## src/logic/acr_pkg.sv

```systemverilog
// Purpose: Shared constants and types for the converter control and result registers
// Assumes: APB with 32-bit data, one aligned word per register
// Notes: Offsets are byte addresses

package acr_pkg;

  // Register byte offsets
  localparam logic [11:0] ACR_OFF_CTRL = 12'h000;
  localparam logic [11:0] ACR_OFF_RES_HIGH = 12'h004;
  localparam logic [11:0] ACR_OFF_RES_LOW = 12'h008;
  localparam logic [11:0] ACR_OFF_IRQ_STATUS = 12'h00c;
  localparam logic [11:0] ACR_OFF_IRQ_MASK = 12'h010;
  localparam logic [11:0] ACR_OFF_CHAN_SEL = 12'h014;

  // Control/status field positions
  localparam int ACR_BIT_DONE = 7;
  localparam int ACR_BIT_SPEED = 6;
  localparam int ACR_BIT_ON = 5;
  localparam int ACR_CH_MSB = 3;

  // Widths
  localparam int ACR_RES_W = 10;
  localparam int ACR_CH_W = 4;
  localparam int ACR_REG_W = 8;

  // Reset values and divider terminal counts
  localparam logic [7:0] ACR_CTRL_RST = 8'h00;
  localparam logic [9:0] ACR_RES_RST = 10'h000;
  localparam logic [1:0] ACR_DIV_SLOW = 2'h3;
  localparam logic [1:0] ACR_DIV_FAST = 2'h1;

  // Interrupt status bits
  localparam int ACR_IRQ_DONE = 0;
  localparam int ACR_IRQ_W = 1;

  // Controls driven toward the analog core
  typedef struct packed {
    logic enable;
    logic clk_en;
    logic [3:0] channel_select;
  } acr_core_ctl_t;

  // Result handed back by the analog core
  typedef struct packed {
    logic done;
    logic [9:0] value;
  } acr_core_res_t;

endpackage : acr_pkg

```

## src/logic/acr_regs.sv

```systemverilog
// Purpose: APB register block for a 10-bit converter: control, channel and result registers
// Assumes: Analog core supplies a done pulse with a 10-bit value on pclk
// Notes: Zero-wait APB slave, unmapped reads return zero, pslverr stays low
//
// The register offsets and register access over APB are this design's own decisions.

`timescale 1ns/1ps
`default_nettype none

module acr_regs (
  // Clock and reset
  input wire logic pclk,
  input wire logic presetn,
  // APB slave
  input wire logic psel,
  input wire logic penable,
  input wire logic pwrite,
  input wire logic [11:0] paddr,
  input wire logic [31:0] pwdata,
  output logic [31:0] prdata,
  output logic pready,
  output logic pslverr,
  // Analog core
  output acr_pkg::acr_core_ctl_t core_ctl,
  output logic [15:0] analog_input_select,
  input wire acr_pkg::acr_core_res_t core_res,
  // Interrupt
  output logic irq
);
  import acr_pkg::*;

  logic [ACR_CH_W-1:0] channel_select_q;
  logic speed_q;
  logic converter_on_q;
  logic done_q;
  logic [ACR_IRQ_W-1:0] irq_status_q;
  logic [ACR_IRQ_W-1:0] irq_mask_q;
  logic [1:0] div_cnt_q;
  logic clk_en_q;
  logic [7:0] res_high;
  logic [7:0] res_low;
  logic wr_acc;
  logic rd_acc;
  logic [31:0] rdata_d;
  logic [7:0] ctrl_view;

  // Address match helper used by both read and write decode
  function automatic logic hit(input logic [11:0] a, input logic [11:0] off);
    return a == off;
  endfunction : hit

  assign wr_acc = psel && penable && pwrite;
  assign rd_acc = psel && penable && !pwrite;

  // Zero-wait slave: every access completes in its first access cycle
  assign pready = 1'b1;
  assign pslverr = 1'b0;

  // Result storage lives in its own module
  acr_result_store u_store (
    .pclk(pclk),
    .presetn(presetn),
    .load(core_res.done),
    .value(core_res.value),
    .res_high(res_high),
    .res_low(res_low)
  );

  // Control/status writes; reserved bit four is dropped
  always_ff @(posedge pclk or negedge presetn) begin
    if (!presetn) begin
      channel_select_q <= ACR_CTRL_RST[ACR_CH_MSB:0];
      speed_q <= 1'b0;
      converter_on_q <= 1'b0;
    end else if (wr_acc && hit(paddr, ACR_OFF_CTRL)) begin
      channel_select_q <= pwdata[ACR_CH_MSB:0];
      speed_q <= pwdata[ACR_BIT_SPEED];
      converter_on_q <= pwdata[ACR_BIT_ON];
    end else if (wr_acc && hit(paddr, ACR_OFF_CHAN_SEL)) begin
      channel_select_q <= pwdata[ACR_CH_MSB:0];
    end
  end

  // Done flag: a completion in the same cycle as a clear wins
  always_ff @(posedge pclk or negedge presetn) begin
    if (!presetn) begin
      done_q <= 1'b0;
    end else if (core_res.done) begin
      done_q <= 1'b1;
    end else if ((rd_acc && hit(paddr, ACR_OFF_RES_HIGH)) || (wr_acc && hit(paddr, ACR_OFF_CTRL))) begin
      done_q <= 1'b0;
    end
  end

  // Sticky interrupt status, write one to clear, set beats clear
  always_ff @(posedge pclk or negedge presetn) begin
    if (!presetn) begin
      irq_status_q <= '0;
    end else begin
      irq_status_q <= (irq_status_q & ~((wr_acc && hit(paddr, ACR_OFF_IRQ_STATUS)) ?
                       pwdata[ACR_IRQ_W-1:0] : '0)) | {core_res.done};
    end
  end

  // Interrupt mask
  always_ff @(posedge pclk or negedge presetn) begin
    if (!presetn) begin
      irq_mask_q <= '0;
    end else if (wr_acc && hit(paddr, ACR_OFF_IRQ_MASK)) begin
      irq_mask_q <= pwdata[ACR_IRQ_W-1:0];
    end
  end

  assign irq = |(irq_status_q & irq_mask_q);

  // Converter clock enable: one pulse every four or two CPU clocks
  always_ff @(posedge pclk or negedge presetn) begin
    if (!presetn) begin
      div_cnt_q <= 2'h0;
      clk_en_q <= 1'b0;
    end else if (!converter_on_q) begin
      div_cnt_q <= 2'h0;
      clk_en_q <= 1'b0;
    end else if (div_cnt_q == (speed_q ? ACR_DIV_FAST : ACR_DIV_SLOW)) begin
      div_cnt_q <= 2'h0;
      clk_en_q <= 1'b1;
    end else begin
      div_cnt_q <= div_cnt_q + 2'h1;
      clk_en_q <= 1'b0;
    end
  end

  // Core controls
  assign core_ctl.enable = converter_on_q;
  assign core_ctl.clk_en = clk_en_q;
  assign core_ctl.channel_select = channel_select_q;

  // One-hot input routing, index equals the select code
  assign analog_input_select = 16'h0001 << channel_select_q;

  assign ctrl_view = {done_q, speed_q, converter_on_q, 1'b0, channel_select_q};

  // Read mux; unmapped addresses read zero
  always_comb begin
    rdata_d = 32'h0000_0000;
    if (rd_acc) begin
      unique case (paddr)
        ACR_OFF_CTRL: rdata_d = {24'h000000, ctrl_view};
        ACR_OFF_RES_HIGH: rdata_d = {24'h000000, res_high};
        ACR_OFF_RES_LOW: rdata_d = {24'h000000, res_low};
        ACR_OFF_IRQ_STATUS: rdata_d = {31'h00000000, irq_status_q};
        ACR_OFF_IRQ_MASK: rdata_d = {31'h00000000, irq_mask_q};
        ACR_OFF_CHAN_SEL: rdata_d = {28'h0000000, channel_select_q};
        default: rdata_d = 32'h0000_0000;
      endcase
    end
  end

  // Read data driven combinationally in the access cycle of a zero-wait read
  assign prdata = rdata_d;

endmodule : acr_regs

`default_nettype wire

```

## src/logic/acr_result_store.sv

```systemverilog
// Purpose: Holds the last conversion result, split into high byte and low bits
// Assumes: Load is a one-cycle pulse from the analog core
// Notes: Read data come straight from flip-flops

`timescale 1ns/1ps
`default_nettype none

module acr_result_store (
  // Clock and reset
  input wire logic pclk,
  input wire logic presetn,
  // Load side
  input wire logic load,
  input wire logic [acr_pkg::ACR_RES_W-1:0] value,
  // Read side
  output logic [7:0] res_high,
  output logic [7:0] res_low
);
  import acr_pkg::*;

  logic [ACR_RES_W-1:0] res_q;

  // Both halves update together on a completed conversion only
  always_ff @(posedge pclk or negedge presetn) begin
    if (!presetn) begin
      res_q <= ACR_RES_RST;
    end else if (load) begin
      res_q <= value;
    end
  end

  assign res_high = res_q[9:2];
  assign res_low = {6'h00, res_q[1:0]};

endmodule : acr_result_store

`default_nettype wire

```

## config.mk

```make
export PLATFORM = sky130hd
export DESIGN_NAME = acr_regs
export DESIGN_NICKNAME = d
export VERILOG_FILES = /design/src/logic/acr_pkg.sv /design/src/logic/acr_regs.sv /design/src/logic/acr_result_store.sv
export SDC_FILE = /design/constraint.sdc
export NUM_CORES = 1
export LEC_CHECK = 0
export BUFFER_PORTS_ARGS = -buffer_cell sky130_fd_sc_hd__buf_4
export CAP_MARGIN = 10
export CELL_PAD_IN_SITES_DETAIL_PLACEMENT = 0
export CELL_PAD_IN_SITES_GLOBAL_PLACEMENT = 1
export CORE_ASPECT_RATIO = 0.8
export CORE_MARGIN = 2
export CORE_UTILIZATION = 25
export CTS_CLUSTER_DIAMETER = 40
export DETAILED_ROUTE_END_ITERATION = 6
export GPL_ROUTABILITY_DRIVEN = 0
export PLACE_DENSITY = 0.71
export SYNTH_ARGS = -nofsm -noshare
export SYNTH_HDL_FRONTEND = slang
export SYNTH_HIERARCHICAL = 1
export SYNTH_SLANG_ARGS = --single-unit
```

## constraint.sdc

```tcl
create_clock -name pclk -period 1.4 [get_ports pclk]
set_input_delay 0.21 -clock pclk [delete_from_list [all_inputs] [get_ports pclk]]
set_output_delay 0.21 -clock pclk [all_outputs]
set_load 0.005 [all_outputs]
```

# --- Word-level counts from Yosys, hierarchy flattened ---
# Cells that the tools add are included.
word_totals:
  wordCells: 46
  register_bits: 22
  output_inout_bits: 57
classes:
  addsub: 1
  bitwise_logic: 4
  muxes: 12
  reduce_logical: 13
  shifts: 1
  eq_ne: 6
op_table:
  columns: ["cell", "n"]
  rows:
  - ["one-hot mux 8 bit (6 select lines)", 1]
  - ["equality test 12 x 4 -> 1 bit (second input constant)", 2]
  - ["equality test 12 x 5 -> 1 bit (second input constant)", 2]
  - ["left shift 1 x 4 -> 16 bit (first input constant)", 1]
  - ["equality test 12 x 3 -> 1 bit (second input constant)", 1]
  - ["zero test 12 bit", 1]
  - ["logical AND 1 bit", 8]
  - ["two-way mux 4 bit", 2]
  - ["two-way mux 8 bit", 1]
  - ["two-way mux 2 bit", 3]
  - ["two-way mux 1 bit", 5]
  - ["nonzero test 2 bit", 2]
  - ["adder 2 x 1 -> 2 bit (second input constant)", 1]
  - ["AND 1 bit", 2]
  - ["equality test 2 bit", 1]
  - ["zero test 1 bit", 1]
  - ["logical OR 1 bit", 1]
  - ["inverter 1 bit", 1]
  - ["OR 1 bit", 1]

# --- Depth between registers and ports, before layout ---
logic_depth:
  depth_word: 7
  depth_mapped: 5
  depth_no_buf: 4

# --- Hierarchy ---
# The synthesis kept the hierarchy.
by_module_without_submodules:
  columns: ["mod", "seq_area_each_um2", "area_each_um2", "n_inst", "cells_per_inst"]
  rows:
  - ["acr_regs", 300.3, 1166.1, 1, 143]
  - ["acr_result_store", 250.2, 460.4, 1, 28]

# --- Worst setup path after synthesis ---
# No wires, ideal clock.
synth_path:
  kind: "input -> register"
  start: "in paddr[7]"
  end: "reg converter_on_q"
  slack_ns: -0.050
  t_required_ns: 1.275
  stages: 4
  t_arrival_ns: 1.325
  setup_time_ns: 0.125
  path_cell_list: "nor4_2 -> nand4_1 -> or3_4 -> mux2_4"
synth_between:
  elab_chain_len: 2
synth_lines:
  columns: ["item", "line_no", "text"]
  rows:
  - ["start: declaration", "acr_regs.sv:18", "input wire logic [11:0] paddr,"]
  - ["zero test 12 bit", "acr_regs.sv:49", "return a == off;"]
  - ["logical AND 1 bit", "acr_regs.sv:75", "end else if (wr_acc && hit(paddr, ACR_OFF_CTRL)) begin"]
  - ["end signal: assignment", "acr_regs.sv:78", "converter_on_q <= pwdata[ACR_BIT_ON];"]
  - ["end: declaration", "acr_regs.sv:34", "logic converter_on_q;"]
# Every way passes these cells.
# A chain may end at the register's enable or synchronous reset.

# --- Worst setup path after layout ---
layout_path:
  start: "in paddr[0]"
  end: "out prdata[4]"
layout_between:
  elab_chain_len: 3
  elab_cells_between_ends: 8
layout_lines:
  columns: ["item", "line_no", "text"]
  rows:
  - ["equality test 12 x 5 -> 1 bit, or another cell as far along", "acr_regs.sv:147", "unique case (paddr)"]
  - ["one-hot mux 8 bit (6 select lines) (*)", "acr_regs.sv:147", null]
  - ["two-way mux 8 bit (*)", "acr_regs.sv:146", "if (rd_acc) begin"]
  - ["end: declaration", "acr_regs.sv:20", "output logic [31:0] prdata,"]
# Every way passes the cells marked *; elsewhere a longest branch is shown, timed or not.

==> reports/results.ini <==
[run_status]
status=complete, but fails checks
violations=setup timing

[route]
first_pass_iters=4
ant_nets=0
drt-vias-per-instance=4.12
drc=0
wire_per_inst_um=13.3
drtIter0Drc=112
wl_um=4590
via_count=1426

[timing]
worst_pin_slew_ns=0.497
finalCritPeriodShare=1.21
setup_viol=22
layout_setup_ws_ns=-0.288
relSlewSlack=0.668
max_freq_ghz=0.592
hold_viol_final=0
slew_violations=0
finClkSkew_ns=0.000602
finalCriticalPeriod_ns=1.69
rsz0062_at_grt=true
whs_ns=0.169

[flow_run]
max_cap_violations=0

[synth]
yosysSeqAreaShare=0.338
synth.distinct_cells=37
syn_area_um2=1630
avgSynthCellArea_um2=9.51
ys_seq_elements=22
yosys_warnings=6
syn_inst=171

[critical_path]
critical_path_class=in -> out
crit_top_cell=buf_6
reg2reg_to=channel_select_q[1]$_DFFE_PN0P_
reg2reg_slack_ns=0.17
path_max_fanout=4
max_stage_delay_ns=0.59
end_kind=primary output
r2r_start=channel_select_q[1]$_DFFE_PN0P_
cp.required_ns=1.19
critPathLaunchType=input pin
crit_chain=buf_6 > nor3b_4 > nand3b_1 > or4_4 > nor2_4 > buf_6
critPathArrivalTime_ns=1.48
rr_worst_depth=4
cp_slowest_cell=or4_4

[grt]
grt_usage=0.117
first_global_vias=1328
grt_pass1_wl_um=6620
grt_overflow=0
antenna_found_initial=0
grt_max_degree=23

[worst_hold_path]
hold_depth=2
hold_start=core_res[9]
whs_endpoint=u_store/res_q[9]$_DFFE_PN0P_
holdCritPathClass=in -> reg

[placement]
io_buffers=64
hpwl_um=3160

[power_and_ir_drop]
ir_worst_vdd_uv=404
p_total_mw=1.58
power_density_nw_per_um2=590
power.leakage_nw=1.28

[floorplanning]
core_area_um2=6340
start_util=0.256
dieWidth_um=94.2
die_height_um=76.1
io_pins=117
rows=26
dieArea_um2=7170

[finish]
areaGrowthSynthToFinish_pct=64.8
final_nets=323
drive_above_1_share=0.584
diodes=0
fin_util=0.423

[clock_tree]
htreeDepth=1
cts_tree=done
ctsRootBufferMaster=clkbuf_8
cts_buffer_depth=2
clk_pin_slew_ns=0.08
cts_made_buffers=3
clock-sinks=22
clk_latency_ns=0.26

-- flip-flops by register name, indices dropped and copies added, names as in the netlist --
name and cells:
channel_select_q 4, clk_en_q 1, converter_on_q 1, div_cnt_q 2, done_q 1, irq_mask_q 1
irq_status_q 1, speed_q 1, u_store/res_q 10
-- critical path, delay by kind of cell --
kind | cells | cell delay (ns)
simple gates | 4 | 1.06
buf+inv | 2 | 0.20
-- worst max-delay path by stage --
stage | from | to | slack, ns | cells past startpoint
after floorplan | paddr[7] | converter_on_q$_DFFE_PN0P_ | -0.02 | 4
after global placement | paddr[1] | prdata[4] | -0.37 | 6
after detailed placement | paddr[1] | prdata[4] | -0.39 | 6
after CTS | paddr[0] | prdata[5] | -0.32 | 6
after global routing | paddr[0] | prdata[4] | -0.37 | 6
final | paddr[0] | prdata[4] | -0.29 | 6
-- area by class of cell --
class,count,area (um^2)
clock buffer,3,41.3
clock inverter,1,30.0
fill,599,3660
multi-input combinational,136,1070
sequential,22,556
tap,84,105
timing repair buffer,100,878
-- cell usage in the layout (no fill, tap or decap), types with 2 or more instances in the layout --
master and count:
and2_1 4, clkbuf_8 3, nor2_1 12, o21ai_0 3, nand2b_4 4, nor2_4 4
mux2_4 17, nand2_2 3, mux2i_1 4, nor3_4 2, conb_1 32, a22oi_1 5
dfrtp_2 4, xnor2_1 2, nor2b_1 6, buf_6 18, nand2b_1 2, buf_4 76
buf_12 4, nor4_4 2, o31ai_1 2, nor3_2 5, a21oi_1 3, nor2_2 2
dfrtp_1 18, nand2_1 4
-- metal layers --
layer	track usage	part of all wire	wire length [um]
met5	0	0	0
met1	0.167	0.48	2190
met2	0.175	0.45	2050
met4	0.0348	0.014	63
met3	0.0267	0.064	293
-- through the flow --
step	cells	setup WS (ns)	setup TNS [ns]	cell area, um^2
6_report	346	-0.288	-2.83	2680
2_1_floorplan	200	-0.0236	-0.0473	1750
4_1_cts	338	-0.317	-2.46	2480
3_5_place_dp	323	-0.389	-4.58	2190
3_3_place_gp	323	-0.368	-4.30	2190
5_1_grt	346	-0.374	-4.46	2680
-- cells in the mapped netlist --
master     number  share of area
nand2_1         7          0.016
xor2_1          1         0.0054
nor4_2          1         0.0077
nor2b_1         6          0.023
nand3_1         1         0.0031
nor3b_1         2         0.0092
nor3_1          7          0.022
buf_4          34           0.16
a2111oi_1       1         0.0062
buf_6           1         0.0069
and3_1          1         0.0038
or3_4           1         0.0069
nand4_1         1         0.0038
mux2i_1         4          0.025
nor3_2          1         0.0062
o22ai_1         1         0.0038
xnor2_1         2          0.011
o21ai_0         3         0.0092
nor2_1         18          0.042
or3_1           1         0.0038
a22oi_1         6          0.028
buf_1           1         0.0023
conb_1          3         0.0069
nand2b_1        6          0.023
nor3b_2         1         0.0077
clkbuf_1        5          0.012
mux2_2          6          0.042
mux2_4         12           0.11
and3b_1         1         0.0054
buf_2           1         0.0031
or4_1           1         0.0046
dfrtp_1        22           0.34
o31ai_1         2         0.0092
nand3b_1        1         0.0046
a21oi_1         3         0.0092
nor4_1          1         0.0038
and2_1          5          0.019
-- cell families (layout without fill, tap and decap cells) --
family	after synthesis	after routing	synth area share
compound gates	16	16	0.0654
flops	22	22	0.338
xor+xnor	3	3	0.0162
buf+inv	42	104	0.181
simple gates	63	63	0.215
other cells	3	32	0.00692
mux	22	22	0.177
-- power breakdown --
part           total, mW  switching (mW)  leakage, nW  internal, mW
Clock              0.591           0.209       0.0357         0.382
Sequential         0.686          0.0217        0.267         0.664
Combinational      0.304           0.127        0.972         0.177
Total               1.58           0.358         1.28          1.22
-- repair_timing --
action,CTS,global route
gates resized for setup,31,29
endpoints found under the hold margin,22,0
setup endpoints to repair,26,28
pin swaps,11,13
hold buffers,1,0
buffers inserted,10,8
gates cloned,0,0
No activity file was read; power rests on OpenSTA's default activity.
